### src/include/pwm_restart_defs.vh
// Register map, field positions, reset values and timing counts for the PWM restart and delay block
`ifndef PWM_RESTART_DEFS_VH
`define PWM_RESTART_DEFS_VH

`define ADDR_W              4
`define DATA_W              8

`define ADDR_CTRL           4'h0
`define ADDR_EVENT          4'h1
`define ADDR_LIVE           4'h2
`define ADDR_ISTAT          4'h3
`define ADDR_IMASK          4'h4

`define CTRL_RSEN_BIT       7
`define CTRL_DC_MSB         6
`define CTRL_DC_LSB         0
`define CTRL_RESET          8'h00

`define EVENT_FLAG_BIT      0

`define LIVE_SHDN_BIT       0
`define LIVE_PWM_BIT        1
`define LIVE_RAW_BIT        2

`define IRQ_W               3
`define IRQ_SHDN_ENTRY_BIT  0
`define IRQ_RESTART_BIT     1
`define IRQ_EDGE_DONE_BIT   2
`define IRQ_RESET           3'h0

`define ICYC_DIV            4
`define DC_W                7

`endif

### src/core/pwm_restart_delay.v
// Auto-restart policy, active-edge delay and register file of the enhanced PWM output stage
`include "pwm_restart_defs.vh"
`default_nettype none

// Notes on behaviour
// - With auto-restart on, the shutdown event flag clears itself once the shutdown condition is gone.
// - With auto-restart off, the flag holds after a shutdown until software clears it.
// - The 7-bit delay count sets how many instruction cycles an active-going edge is postponed.
// - With comparator sync enabled, shutdown entry waits for the timer's synchronizing edge.
module pwm_restart_delay (
    input  wire                 CLK,          // System clock, 200 MHz
    input  wire                 RST,          // Synchronous reset, active high
    input  wire [`ADDR_W-1:0]   ADDR,         // Register address
    input  wire [`DATA_W-1:0]   WDATA,        // Write data
    input  wire                 WR,           // Write strobe
    input  wire                 RD,           // Read strobe
    output reg  [`DATA_W-1:0]   RDATA,        // Read data, cycle after RD
    input  wire                 PWM_RAW,      // Scheduled PWM level from generator
    input  wire                 SHDN_COND,    // Shutdown condition from source select
    input  wire                 CMP_SYNC_EN,  // comparator_output_sync_enable
    input  wire                 TMR_SYNC,     // Sync edge pulse of sixteen_bit_timer
    output wire                 PWM_OUT,      // Delayed PWM to output steering
    output wire                 SHDN_STATE,   // Outputs held in shutdown state
    output wire                 IRQ           // Level interrupt
);

    reg  [`DATA_W-1:0] ctrl_r;
    reg                flag_r;
    reg                flag_nxt;
    reg                qual_r;
    reg  [`IRQ_W-1:0]  istat_r;
    reg  [`IRQ_W-1:0]  imask_r;
    wire [`IRQ_W-1:0]  ev;
    wire               tick;
    wire               edge_done;
    wire               auto_clr;
    wire               wr_event;

    function sel;
        input [`ADDR_W-1:0] a;
        input [`ADDR_W-1:0] t;
        begin
            sel = (a == t);
        end
    endfunction

    icyc_tick #(
        .DIV (`ICYC_DIV)
    ) u_tick (
        .clk  (CLK),
        .rst  (RST),
        .tick (tick)
    );

    // Comparator source sampled only on the timer edge when sync is on
    always @(posedge CLK) begin
        if (RST) begin
            qual_r <= 1'b0;
        end else if (!CMP_SYNC_EN || TMR_SYNC) begin
            qual_r <= SHDN_COND;
        end
    end

    always @(posedge CLK) begin
        if (RST) begin
            ctrl_r <= `CTRL_RESET;
        end else if (WR && sel(ADDR, `ADDR_CTRL)) begin
            ctrl_r <= WDATA;
        end
    end

    assign wr_event = WR && sel(ADDR, `ADDR_EVENT);
    assign auto_clr = ctrl_r[`CTRL_RSEN_BIT] && flag_r && !qual_r;

    // A live shutdown always wins over any clear
    always @* begin
        if (qual_r) begin
            flag_nxt = 1'b1;
        end else if (wr_event) begin
            flag_nxt = WDATA[`EVENT_FLAG_BIT];
        end else if (auto_clr) begin
            flag_nxt = 1'b0;
        end else begin
            flag_nxt = flag_r;
        end
    end

    always @(posedge CLK) begin
        if (RST) begin
            flag_r <= 1'b0;
        end else begin
            flag_r <= flag_nxt;
        end
    end

    active_edge_delay #(
        .W (`DC_W)
    ) u_delay (
        .clk   (CLK),
        .rst   (RST),
        .tick  (tick),
        .raw   (PWM_RAW),
        .count (ctrl_r[`CTRL_DC_MSB:`CTRL_DC_LSB]),
        .kill  (flag_r),
        .out   (PWM_OUT),
        .done  (edge_done)
    );

    assign SHDN_STATE = flag_r;

    assign ev[`IRQ_SHDN_ENTRY_BIT] = flag_nxt && !flag_r;
    assign ev[`IRQ_RESTART_BIT]    = flag_r && !flag_nxt;
    assign ev[`IRQ_EDGE_DONE_BIT]  = edge_done;

    // Set wins over a write-one clear in the same cycle
    always @(posedge CLK) begin
        if (RST) begin
            istat_r <= `IRQ_RESET;
            imask_r <= `IRQ_RESET;
        end else begin
            if (WR && sel(ADDR, `ADDR_ISTAT)) begin
                istat_r <= (istat_r & ~WDATA[`IRQ_W-1:0]) | ev;
            end else begin
                istat_r <= istat_r | ev;
            end
            if (WR && sel(ADDR, `ADDR_IMASK)) begin
                imask_r <= WDATA[`IRQ_W-1:0];
            end
        end
    end

    assign IRQ = |(istat_r & imask_r);

    always @(posedge CLK) begin
        if (RST) begin
            RDATA <= {`DATA_W{1'b0}};
        end else if (RD) begin
            case (ADDR)
                `ADDR_CTRL:  RDATA <= ctrl_r;
                `ADDR_EVENT: RDATA <= {{(`DATA_W-1){1'b0}}, flag_r};
                `ADDR_LIVE:  RDATA <= {{(`DATA_W-3){1'b0}}, PWM_RAW, PWM_OUT, qual_r};
                `ADDR_ISTAT: RDATA <= {{(`DATA_W-`IRQ_W){1'b0}}, istat_r};
                `ADDR_IMASK: RDATA <= {{(`DATA_W-`IRQ_W){1'b0}}, imask_r};
                default:     RDATA <= {`DATA_W{1'b0}};
            endcase
        end else begin
            RDATA <= {`DATA_W{1'b0}};
        end
    end

endmodule

`default_nettype wire

### src/core/icyc_tick.v
// Instruction-cycle tick generator: one pulse every DIV system clocks
`include "pwm_restart_defs.vh"
`default_nettype none

module icyc_tick #(
    parameter DIV = `ICYC_DIV
) (
    input  wire clk,   // System clock
    input  wire rst,   // Synchronous reset, active high
    output reg  tick   // One-cycle pulse per instruction cycle
);

    localparam CW = (DIV <= 2) ? 1 : $clog2(DIV);
    // Integer first, then cut to the counter width on purpose
    localparam integer  LAST_I = DIV - 1;
    localparam [CW-1:0] LAST   = LAST_I[CW-1:0];

    reg [CW-1:0] cnt_r;

    always @(posedge clk) begin
        if (rst) begin
            cnt_r <= {CW{1'b0}};
            tick  <= 1'b0;
        end else begin
            tick  <= (cnt_r == LAST);
            cnt_r <= (cnt_r == LAST) ? {CW{1'b0}} : cnt_r + 1'b1;
        end
    end

endmodule

`default_nettype wire

### src/core/active_edge_delay.v
// Delays each rising edge of the scheduled PWM by a count of instruction cycles
`include "pwm_restart_defs.vh"
`default_nettype none

module active_edge_delay #(
    parameter W = `DC_W
) (
    input  wire         clk,     // System clock
    input  wire         rst,     // Synchronous reset, active high
    input  wire         tick,    // Instruction-cycle pulse
    input  wire         raw,     // Scheduled PWM level
    input  wire [W-1:0] count,   // Delay in instruction cycles
    input  wire         kill,    // Force inactive (shutdown)
    output reg          out,     // Delayed PWM level
    output reg          done     // Pulse when a delayed edge is issued
);

    reg         raw_d_r;
    reg         pend_r;
    reg [W-1:0] cnt_r;

    always @(posedge clk) begin
        if (rst) begin
            raw_d_r <= 1'b0;
            pend_r  <= 1'b0;
            cnt_r   <= {W{1'b0}};
            out     <= 1'b0;
            done    <= 1'b0;
        end else begin
            raw_d_r <= raw;
            done    <= 1'b0;
            if (kill || !raw) begin
                // Inactive edges are never delayed
                out    <= 1'b0;
                pend_r <= 1'b0;
            end else if (raw && !raw_d_r) begin
                if (count == {W{1'b0}}) begin
                    out  <= 1'b1;
                    done <= 1'b1;
                end else begin
                    cnt_r  <= count;
                    pend_r <= 1'b1;
                end
            end else if (pend_r && tick) begin
                if (cnt_r == {{(W-1){1'b0}}, 1'b1}) begin
                    out    <= 1'b1;
                    done   <= 1'b1;
                    pend_r <= 1'b0;
                end else begin
                    cnt_r <= cnt_r - 1'b1;
                end
            end
        end
    end

endmodule

`default_nettype wire

### config.mk
export PLATFORM = sky130hd
export DESIGN_NAME = pwm_restart_delay
export DESIGN_NICKNAME = d
export VERILOG_FILES = /design/src/core/pwm_restart_delay.v /design/src/core/icyc_tick.v /design/src/core/active_edge_delay.v
export VERILOG_INCLUDE_DIRS = /design/src /design/src/include
export SDC_FILE = /design/constraint.sdc
export NUM_CORES = 1
export LEC_CHECK = 0
export BUFFER_PORTS_ARGS = -buffer_cell sky130_fd_sc_hd__clkbuf_2
export CAP_MARGIN = 10
export CORE_MARGIN = 5
export CORE_UTILIZATION = 54
export CTS_BUF_LIST = sky130_fd_sc_hd__clkbuf_8 sky130_fd_sc_hd__clkbuf_16
export DETAILED_ROUTE_END_ITERATION = 7
export GPL_TIMING_DRIVEN = 1
export PLACE_DENSITY = 0.78
export SYNTH_ARGS = -nofsm -noshare
export SYNTH_HDL_FRONTEND = slang
export SYNTH_SLANG_ARGS = --single-unit
export TNS_END_PERCENT = 10
### constraint.sdc
create_clock -name CLK -period 1.98 [get_ports CLK]
set_input_delay 0.594 -clock CLK [delete_from_list [all_inputs] [get_ports CLK]]
set_output_delay 0.594 -clock CLK [all_outputs]
set_load 0.05 [all_outputs]
# After elaboration in Yosys (flattened, before gate mapping)
# Index checks and enable logic that the tools add are counted.
[totals] elab_cells=81 out_inout_bits=11 inputBits=20 regBits=38
[classes] n_addsub=2 n_eq_ne=9 reduce_logical=29 bitwise_logic=7 mux=21
[op_table] operator="$pmux W8 S5" n=1
[op_table] operator="$mux W7" n=4
[op_table] operator="$mux W1" n=15
[op_table] operator="$logic_and A1 B1 Y1" n=10
[op_table] operator="$eq A4 B2 Y1 const B" n=2
[op_table] operator="$eq A7 B1 Y1 const B" n=1
[op_table] operator="$logic_not A7 Y1" n=1
[op_table] operator="$sub A7 B1 Y7 const B" n=1
[op_table] operator="$and A3 B3 Y3" n=2
[op_table] operator="$logic_not A1 Y1" n=6
[op_table] operator="$or A3 B3 Y3" n=2
[op_table] operator="$reduce_and A3 Y1" n=2
[op_table] operator="$reduce_or A2 Y1" n=3
[op_table] operator="$eq A4 B1 Y1 const B" n=1
[op_table] operator="$eq A4 B3 Y1 const B" n=1
[op_table] operator="$logic_not A4 Y1" n=1
[op_table] operator="$ne A2 B2 Y1 const B" n=2
[op_table] operator="$reduce_and A4 Y1" n=1
[op_table] operator="$reduce_bool A2 Y1" n=2
[op_table] operator="$mux W3" n=1
[op_table] operator="$not A3 Y3" n=1
[op_table] operator="$reduce_or A3 Y1" n=1
[op_table] operator="$add A2 B1 Y2 const B" n=1
[op_table] operator="$eq A2 B2 Y1 const B" n=1
[op_table] operator="other kinds (3)" n=5

# Logic depth before layout (Yosys ltp)
# Gate-level depths: netlist (run 1).
[depth] depth_word=9 mapped_depth=7 ltp_nobuf=7

# By module
# Synthesis (run 1) repeated with hierarchy kept, for this count alone.
[unflattened] hier_cells=208 area_unflattened_um2=1839.3
[by_module_without_submodules] mod="pwm_restart_delay" area_each_um2=1081.0 instances=1 cells_per_inst=118
[by_module_without_submodules] mod="active_edge_delay" area_each_um2=654.4 instances=1 cells_per_inst=83
[by_module_without_submodules] mod="icyc_tick" area_each_um2=103.8 instances=1 cells_per_inst=7

# Worst setup path before layout (run 1)
# OpenSTA, ideal clock, no wires.
[synth_path] path_type="register -> register" start="reg flag_r (netlist: SHDN_STATE)" end="reg u_delay.cnt_r[0]" required_ps=1901 n_path_buf=1 stages_incl_launch_ff=7 setup_slack_ps=210 arrival_time_ps=1691 setup_time_ps=79 period_less_slack_ps=1770 cell_sequence="dfxtp_1 > nand2b_1 > and4bb_1 > a21oi_2 > buf_4 > nor2_1 > a211oi_2"
[synth_between] elab_chain_cells=3
[synth_lines] element="start, declared" line="pwm_restart_delay.v:28" text="reg flag_r;"
[synth_lines] element="start signal, assigned" line="pwm_restart_delay.v:92" text="flag_r <= flag_nxt;"
[synth_lines] element="$logic_or A1 B1 Y1" line="active_edge_delay.v:32" text="if (kill || !raw) begin"
[synth_lines] element="$not A1 Y1 (no source line)"
[synth_lines] element="$reduce_and A4 Y1 (no source line)"
[synth_lines] element="end signal, assigned" line="active_edge_delay.v:26" text="cnt_r <= {W{1'b0}};"
[synth_lines] element="end signal, assigned" line="active_edge_delay.v:41" text="cnt_r <= count;"
[synth_lines] element="end signal, assigned" line="active_edge_delay.v:50" text="cnt_r <= cnt_r - 1'b1;"
[synth_lines] element="end, declared" line="active_edge_delay.v:20" text="reg [W-1:0] cnt_r;"
# No other way between the ends.
# A chain may end at the register's enable or synchronous reset.

# Worst setup path in the final report (run 1)
[layout_path] start="reg istat_r[2]" end="out IRQ"
[layout_between] elab_chain_cells=2
[layout_lines] element="start, declared" line="pwm_restart_delay.v:31" text="reg [`IRQ_W-1:0] istat_r;"
[layout_lines] element="start signal, assigned" line="pwm_restart_delay.v:118" text="istat_r <= `IRQ_RESET;"
[layout_lines] element="start signal, assigned" line="pwm_restart_delay.v:122" text="istat_r <= (istat_r & ~WDATA[`IRQ_W-1:0]) | ev;"
[layout_lines] element="start signal, assigned" line="pwm_restart_delay.v:124" text="istat_r <= istat_r | ev;"
[layout_lines] element="$and A3 B3 Y3" line="pwm_restart_delay.v:132" text="assign IRQ = |(istat_r & imask_r);"
[layout_lines] element="$reduce_or A3 Y1" line="pwm_restart_delay.v:132"
[layout_lines] element="end, declared" line="pwm_restart_delay.v:24" text="output wire IRQ"
# No other way between the ends.

==> flow_metrics.tcl, run 1 <==
set metrics [dict create \
    ys_seq_area_share_pct 44.3 \
    syn_inst 194 \
    routed-via-count 1516 \
    nets 255 \
    critPathMaxFanout 3 \
    wl_met1_mm 1.65 \
    cts_hold_buf 0 \
    worstPathArrival_ns 1.26 \
    status "complete, no violations" \
    place_area_um2 1940 \
    wl_mm 3.57 \
    grt_overflow 0 \
    drc 0 \
    fmax_ghz 0.541 \
    grt_pass1_wl_mm 6.17 \
    startpoint_type "flop" \
    numCtsBuffers 5 \
    portBuffers 30 \
    crit_chain "a222oi_1, inv_1, buf_2" \
    drt-initial-drc-count 205 \
    wl_met3_um 258 \
    fin_setup_tns_ns 0 \
    irDropWorstVdd_mv 0.586 \
    ant_nets 0 \
    coreArea_um2 3050 \
    rr_worst_depth 6 \
    tritoncts "done" \
    worstSetupPathType "flop to primary output" \
    synth.area.top_cells "dfxtp_1 44%, mux2i_1 8.7%, nor2_1 6.8%" \
    ys_ff_latch 38 \
    clk_pin_slew_ns 0.07 \
    clock-sinks 38 \
    relSlewSlack_pct 66.2 \
    insertion_delay_ns 0.29 \
    maxSlewViolCount 0 \
    grt_max_degree 31 \
    cts.htree.levels 2 \
    synth_cell_types 37 \
    power.density_nw_per_um2 838 \
    fin_crit_sh_pct 93.4 \
    dr.max_layer_used "met4" \
    p_leak_nw 0.923 \
    setup_viol 0 \
    synthArstFlopShare_pct 0 \
    hold_path.class "flop to flop" \
    synth_edf_count 0 \
    critical_path.endpoint_type "primary output" \
    via_per_inst 5.47 \
    final_cell_area_um2 2080 \
    worstMarginPinSlew_ns 0.504 \
    gp_congestion 0.840 \
    cp_slowest_cell "a222oi_1" \
    cts.path.max_buffers 2 \
    grt_pass1_vias 1411 \
    die_w_um 66.4 \
    die_area_um2 4410 \
    area_growth_pct 21.0 \
    boundaryPins 31 \
    synthMostInstantiatedCell "dfxtp_1" \
    drv_cap 0 \
    crit_required_ns 1.39 \
    clock_skew_ns 0.00448 \
    yosysTopAreaCellShare_pct 44.3 \
    whs_ns 0.438 \
    grt_setup_unrepaired "false" \
    synth_top_area_cell "dfxtp_1" \
    syn_area_per_cell_um2 8.85 \
    syn_nets 217 \
    track_usage_pct 18.2 \
    start_util_pct 56.2 \
    slowest_delay_ns 0.36 \
    min_period_ns 1.85 \
    die_h_um 66.4 \
    diodes 0 \
    yosys_warnings 0 \
    dr_wl_met2_mm 1.61 \
    hpwl_mm 2.66 \
    ys_top_cells_by_count "38 x dfxtp_1, 31 x nor2_1, 15 x mux2i_1, 15 x nand2_1, 14 x a21oi_1" \
    wire_per_inst_um 12.9 \
    cts_root_buf "clkbuf_8" \
    synth_area_um2 1720 \
    hold_viol 0 \
    fp-row-count 20 \
    worstHoldPathCells 1 \
    antenna_found_initial 0 \
    dr.pass1.iters 4 \
    drive_above_1_share_pct 23.6 \
    ys.flop_type "dfxtp_1" \
]
-- state kept, by name, indices dropped and copies added, names as in the netlist --
signal	flops
RDATA	8
ctrl_r	8
u_delay.cnt_r	7
imask_r	3
istat_r	3
u_tick.cnt_r	2
SHDN_STATE	1
qual_r	1
u_delay.done	1
u_delay.out	1
u_delay.pend_r	1
u_delay.raw_d_r	1
u_tick.tick	1
-- path summary, 6_finish.rpt --
check	slack [ns]	to	from
setup / recovery	0.13	IRQ	istat_r[2]
hold reg to reg	0.44	u_tick.cnt_r[0]	u_tick.cnt_r[0]
hold / removal	0.44	u_tick.cnt_r[0]	u_tick.cnt_r[0]
setup reg to reg	0.38	u_delay.cnt_r[6]	ctrl_r[1]
-- logic make-up after synthesis --
| logic type | after synthesis | synth area share, % |
|---|---|---|
| DFF | 38 | 44.3 |
| adders and majority gates | 3 | 2.19 |
| and+or+nand+nor | 89 | 26.0 |
| buffers and inverters | 12 | 4.01 |
| muxes | 16 | 10.1 |
| AOI/OAI and AO/OA | 36 | 13.4 |
-- critical path, delay by kind of cell (launching register included) --
family,cells,cell delay [ns]
buf+inv,2,0.27
compound gates,1,0.36
flops,1,0.34
-- routing by layer --
layer | GRT usage [%] | vias to the layer above
met2 | 29.2 | 48
met3 | 4.42 | 5
li1 | - | 760
met1 | 22.9 | 703
met4 | 7.61 | 0
met5 | 0 | -
-- metrics by stage --
step	setup slack (ns)	power [mW]	util, %	instances
after floorplan	0.210	0.923	-	194
final	0.131	1.74	68.0	277
after global placement	0.174	0.972	63.5	269
after detailed placement	0.156	0.975	63.5	269
after CTS	0.0978	1.75	68.0	277
after global routing	0.0144	1.81	68.0	277
-- cells in the final DEF (no fill, tap or decap), types with 3 or more instances in the layout --
cell type / synthesis / routed
mux2i_1: 15 / 15
nor3_1: 5 / 5
ha_1: 3 / 3
buf_4: 2 / 10
clkbuf_8: 0 / 5
o21ai_0: 7 / 7
nand3_1: 6 / 6
and2_1: 5 / 5
a21oi_1: 14 / 14
nand2b_1: 8 / 8
nand2_1: 15 / 15
nor2_1: 31 / 31
inv_1: 3 / 3
or2_0: 3 / 3
clkbuf_2: 0 / 29
nor4_1: 5 / 5
dfxtp_1: 38 / 38
-- layout make-up --
type / count / area, µm²
fillers: 265 / 976
flip-flops and latches: 38 / 761
clock inverters: 3 / 68.8
clock buffers: 5 / 68.8
inverters: 3 / 11.3
repair buffers: 40 / 225
multi-input cells: 144 / 887
well taps: 44 / 55.1
-- power by group --
part           switching, mW  total, mW  internal (mW)
Sequential            0.0160      0.801          0.785
Combinational         0.0881      0.157         0.0691
Clock                  0.277      0.781          0.505
-- repair_timing --
item,in CTS,in global routing
buffers inserted,0,0
endpoints found under the setup margin,0,1
gates resized for setup,0,1
Note: power is estimated with default switching activity, not from simulation.
==> run 2, diff against run 1 <==
--- a/config.mk
+++ b/config.mk
@@ -13,7 +13,7 @@
 export CTS_BUF_LIST = sky130_fd_sc_hd__clkbuf_8 sky130_fd_sc_hd__clkbuf_16
 export DETAILED_ROUTE_END_ITERATION = 7
 export GPL_TIMING_DRIVEN = 1
-export PLACE_DENSITY = 0.78
+export PLACE_DENSITY = 0.83
 export SYNTH_ARGS = -nofsm -noshare
 export SYNTH_HDL_FRONTEND = slang
 export SYNTH_SLANG_ARGS = --single-unit
==> run 2 against run 1 <==
Against the previous run:
- via count fell by 4.5%
- global-route usage down 0.36 points
- final area decreased by 0.36%
- clock-buffer cell count unchanged
- power about the same
==> flow_metrics.tcl, run 2 (same netlist as run 1, synthesis figures left out) <==
set metrics [dict create \
    fp-row-count 20 \
    setup_slack_ns 0.111 \
    critPathTopFamily "flip-flops" \
    tritoncts "done" \
    grt_overflow 0 \
    drc 0 \
    startpoint_type "flop" \
    fin_crit_sh_pct 94.4 \
    postCtsSetupRepairBufs 0 \
    diodes 0 \
    final_common_cell "dfxtp_1" \
    critPathMaxFanout 3 \
    die_area_um2 4410 \
    die_w_um 66.4 \
    cp_slowest_cell "dfxtp_1" \
    nets 254 \
    cts.htree.levels 2 \
    area_growth_pct 20.6 \
    crit_required_ns 1.39 \
    hold_viol 0 \
    wl_mm 3.47 \
    insertion_delay_ns 0.29 \
    boundaryPins 31 \
    use_met2_pct 28.0 \
    pre_cts_slack_ns 0.0945 \
    cts_root_buf "clkbuf_8" \
    power.density_nw_per_um2 840 \
    clock_skew_ns 0.00850 \
    final_cell_mix "38 x dfxtp_1, 31 x nor2_1, 30 x clkbuf_2, 15 x mux2i_1, 15 x nand2_1" \
    critical_path.endpoint_type "primary output" \
    worst-path-stages 3 \
    grt_setup_unrepaired "false" \
    cts_hold_buf 0 \
    hpwl_mm 2.50 \
    maxSlewViolCount 0 \
    path_buf_inv 2 \
    track_usage_pct 17.8 \
    drt-initial-drc-count 127 \
    routed-via-count 1448 \
    min_period_ns 1.87 \
    cts.path.max_buffers 2 \
    worstSetupPathType "flop to primary output" \
    coreArea_um2 3050 \
    fin_setup_tns_ns 0 \
    worstPathArrival_ns 1.28 \
    worstHoldPathCells 1 \
    clk_pin_slew_ns 0.08 \
    grt_pass1_vias 1305 \
    cts_resized 0 \
    start_util_pct 56.2 \
    portBuffers 30 \
    crit_chain "a222oi_1, inv_1, clkbuf_2" \
    antenna_found_initial 0 \
    setup_viol 0 \
    drv_cap 0 \
    ant_nets 0 \
    met3_usage_pct 4.93 \
    relSlewSlack_pct 73.3 \
    hold_path.class "flop to flop" \
    p_leak_nw 0.918 \
    rr_worst_depth 6 \
    status "complete, no violations" \
    grt_busiest_layer "met2" \
    numCtsBuffers 5 \
    worstMarginPinSlew_ns 0.398 \
    slowest_delay_ns 0.34 \
    irDropWorstVdd_mv 0.737 \
    largestRegisters "RDATA (8), ctrl_r (8), u_delay.cnt_r (7)" \
    drive_above_1_share_pct 23.3 \
    met1_usage_pct 21.7 \
    die_h_um 66.4 \
    via_per_inst 5.25 \
    grt_max_degree 31 \
    gp_congestion 0.847 \
    nFillCells 268 \
    wire_per_inst_um 12.6 \
    dr.pass1.iters 4 \
    clock-sinks 38 \
    grt_pass1_wl_mm 5.84 \
    fmax_ghz 0.535 \
]
-- run 2: worst reg2reg max path, cell delays in order, from the launching register on --
cell,delay (ns)
dfxtp_1,0.36
nand2b_1,0.24
and4bb_1,0.32
a21oi_2,0.06
buf_4,0.18
a211o_1,0.26
a21oi_1,0.13
-- run 2: where the power goes --
part	total [mW]	switching, mW	internal (mW)
sequential	0.801	0.0162	0.785
clock	0.783	0.279	0.505
combinational	0.154	0.0854	0.0686
total	1.74	0.380	1.36
-- run 2: final timing paths --
check	startpoint	to	slack [ns]
setup / recovery	istat_r[2]	IRQ	0.11
hold / removal	u_tick.cnt_r[0]	u_tick.cnt_r[0]	0.44
setup reg to reg	SHDN_STATE	u_delay.cnt_r[1]	0.36
hold reg to reg	u_tick.cnt_r[0]	u_tick.cnt_r[0]	0.44
-- run 2: metrics by stage --
stage | instances | cell area (µm²) | power [mW] | hold WS [ns] | utilization (%)
after CTS | 276 | 2070 | 1.76 | 0.445 | 67.8
after global placement | 268 | 1930 | 0.970 | 0.418 | 63.3
after floorplan | 194 | 1720 | 0.923 | 0.407 | -
final | 276 | 2070 | 1.74 | 0.442 | 67.8
after global routing | 276 | 2070 | 1.81 | 0.460 | 67.8
after detailed placement | 268 | 1930 | 0.973 | 0.435 | 63.3
-- run 2: routing by layer --
layer / wire, µm / part of all wire, %
met2: 1590 / 46
met1: 1600 / 46
met4: 78 / 2.2
met5: 0 / 0
met3: 210 / 6.0
-- run 2: area by class of cell --
type	count	area [µm²]	area share (%)
inverter	3	11.3	0.544
clock buffer	5	68.8	3.33
clock inverter	3	68.8	3.33
multi-input combinational	144	887	42.9
tap	44	55.1	2.66
sequential	38	761	36.8
timing repair buffer	39	218	10.5
==> run 3, diff against run 2 <==
--- a/config.mk
+++ b/config.mk
@@ -14,6 +14,7 @@
 export DETAILED_ROUTE_END_ITERATION = 7
 export GPL_TIMING_DRIVEN = 1
 export PLACE_DENSITY = 0.83
+export RECOVER_POWER = 50
 export SYNTH_ARGS = -nofsm -noshare
 export SYNTH_HDL_FRONTEND = slang
 export SYNTH_SLANG_ARGS = --single-unit
==> constraint.sdc (replaced) <==
create_clock -name CLK -period 2.1 [get_ports CLK]
set_input_delay 0.63 -clock CLK [delete_from_list [all_inputs] [get_ports CLK]]
set_output_delay 0.63 -clock CLK [all_outputs]
set_load 0.05 [all_outputs]
==> run 3 against run 2 <==
Against the previous run:
- via count grew 3.9%
- sequential share of layout area increased by 1.5 points
- die area is the same
- critical path depth unchanged
- global-route usage rose by 0.67 points
- clock skew shrank 0.0015 ns
- flip-flop and latch count stayed put
- non-clock buffer count decreased by 5
- cell count fell by 1.8%
- worst hold slack got worse by 0.013 ns
- combinational power fell by 8%
- sequential power down 5.5%
- largest power group unchanged
==> flow_metrics.tcl, run 3 (same netlist as run 1, synthesis figures left out) <==
set metrics [dict create \
    startpoint_type "flop" \
    irDropWorstVdd_mv 0.525 \
    met3_usage_pct 6.12 \
    fmax_ghz 0.496 \
    final_cell_area_um2 1990 \
    pwr-share-seq_pct 50.1 \
    drive_above_1_share_pct 18.1 \
    min_period_ns 2.02 \
    grt_pass1_vias 1358 \
    fin_setup_tns_ns 0 \
    crit_required_ns 1.47 \
    cp_slowest_cell "a222oi_1" \
    drv_cap 0 \
    setup_viol 0 \
    antenna_found_initial 0 \
    clock_power_share_pct 40.5 \
    p_int_mw 1.15 \
    relSlewSlack_pct 12.4 \
    switching_share_pct 23.9 \
    fin_crit_sh_pct 96.1 \
    post-route-util_pct 65.1 \
    final-seq-area_um2 761 \
    clock_skew_ns 0.00696 \
    dr.pass1.iters 4 \
    coreArea_um2 3050 \
    combPwrFrac_pct 9.3 \
    cts.htree.levels 2 \
    numCtsBuffers 5 \
    p_sw_uw 360 \
    hold_viol 0 \
    cts_resized 0 \
    tritoncts "done" \
    final_cell_mix "38 x dfxtp_1, 31 x nor2_1, 24 x clkbuf_2, 15 x mux2i_1, 15 x nand2_1" \
    path_buf_inv 2 \
    maxSlewViolCount 0 \
    grt_max_degree 31 \
    grt_setup_unrepaired "false" \
    routed-via-count 1504 \
    use_met2_pct 29.7 \
    grt_pass1_wl_mm 6.07 \
    clock-sinks 38 \
    drc 0 \
    fp-row-count 20 \
    cts_hold_buf 0 \
    die_area_um2 4410 \
    place_area_um2 1890 \
    grt_busiest_layer "met2" \
    multi_input_area_um2 887 \
    die_w_um 66.4 \
    hpwl_mm 2.66 \
    die_h_um 66.4 \
    critPathTopFamily "compound AO/OA/AOI/OAI gates" \
    worstMarginPinSlew_ns 1.31 \
    hold_path.class "flop to flop" \
    crit_chain "a222oi_1, inv_1, clkbuf_2" \
    final_common_cell "dfxtp_1" \
    cts_root_buf "clkbuf_8" \
    critical_path.endpoint_type "primary output" \
    status "complete, no violations" \
    critPathMaxFanout 3 \
    nFillCells 298 \
    p_leak_nw 0.854 \
    worstPathArrival_ns 1.39 \
    grt_overflow 0 \
    insertion_delay_ns 0.29 \
    cts.path.max_buffers 2 \
    start_util_pct 56.2 \
    clk_pin_slew_ns 0.07 \
    gp_congestion 0.806 \
    slowest_delay_ns 0.42 \
    via_per_inst 5.55 \
    largestRegisters "RDATA (8), ctrl_r (8), u_delay.cnt_r (7)" \
    ant_nets 0 \
    wire_per_inst_um 14.0 \
    area_growth_pct 15.8 \
    power.density_nw_per_um2 759 \
    boundaryPins 31 \
    nets 249 \
    drt-initial-drc-count 162 \
    wl_mm 3.79 \
    postCtsSetupRepairBufs 0 \
    finalPower_mw 1.51 \
    worstSetupPathType "flop to primary output" \
    met1_usage_pct 21.0 \
    portBuffers 30 \
    track_usage_pct 18.5 \
    diodes 0 \
]
run 3: cell count changes in the layout (fill, tap and decap cells not counted), sizes merged:
| cell | before | now |
|---|---|---|
| clkbuf | 35 | 37 |
| clkinv | 1 | 2 |
| buf | 9 | 2 |
| bufinv | 2 | 1 |
run 3: cell type report:
type / count / share of cell area (%)
inverters: 3 / 0.566
multi-input cells: 144 / 44.6
clock buffers: 5 / 3.46
repair buffers: 34 / 8.31
clock inverters: 3 / 2.01
well taps: 44 / 2.77
flip-flops and latches: 38 / 38.3
run 3: per-layer routing:
metal,part of all wire [%],wire (µm)
met5,0,0
met3,8.0,302
met1,41,1570
met2,48,1820
met4,2.6,99
run 3: final timing paths:
path / slack, ns / endpoint / start / cells after the start
min reg2reg: 0.43 / u_tick.cnt_r[0] / u_tick.cnt_r[0] / 1
min: 0.43 / u_tick.cnt_r[0] / u_tick.cnt_r[0] / 1
max reg2reg: 0.37 / u_delay.cnt_r[3] / SHDN_STATE / 5
max: 0.08 / IRQ / istat_r[2] / 3
run 3: power by group through the flow:
| stage | sequential, mW | clock [mW] | combinational (mW) |
|---|---|---|---|
| CTS | 0.756 | 0.625 | 0.142 |
| global placement | 0.772 | 0 | 0.138 |
| global route | 0.759 | 0.661 | 0.156 |
| floorplan | 0.777 | 0 | 0.0932 |
| detailed placement | 0.772 | 0 | 0.140 |
| finish | 0.757 | 0.611 | 0.141 |
run 3: stage by stage:
step,hold slack (ns),worst slack (ns),std cells
finish,0.430,0.0819,271
global route,0.452,0.0267,271
CTS,0.432,0.0925,271
detailed placement,0.422,0.137,263
global placement,0.420,0.178,263
floorplan,0.407,0.296,194
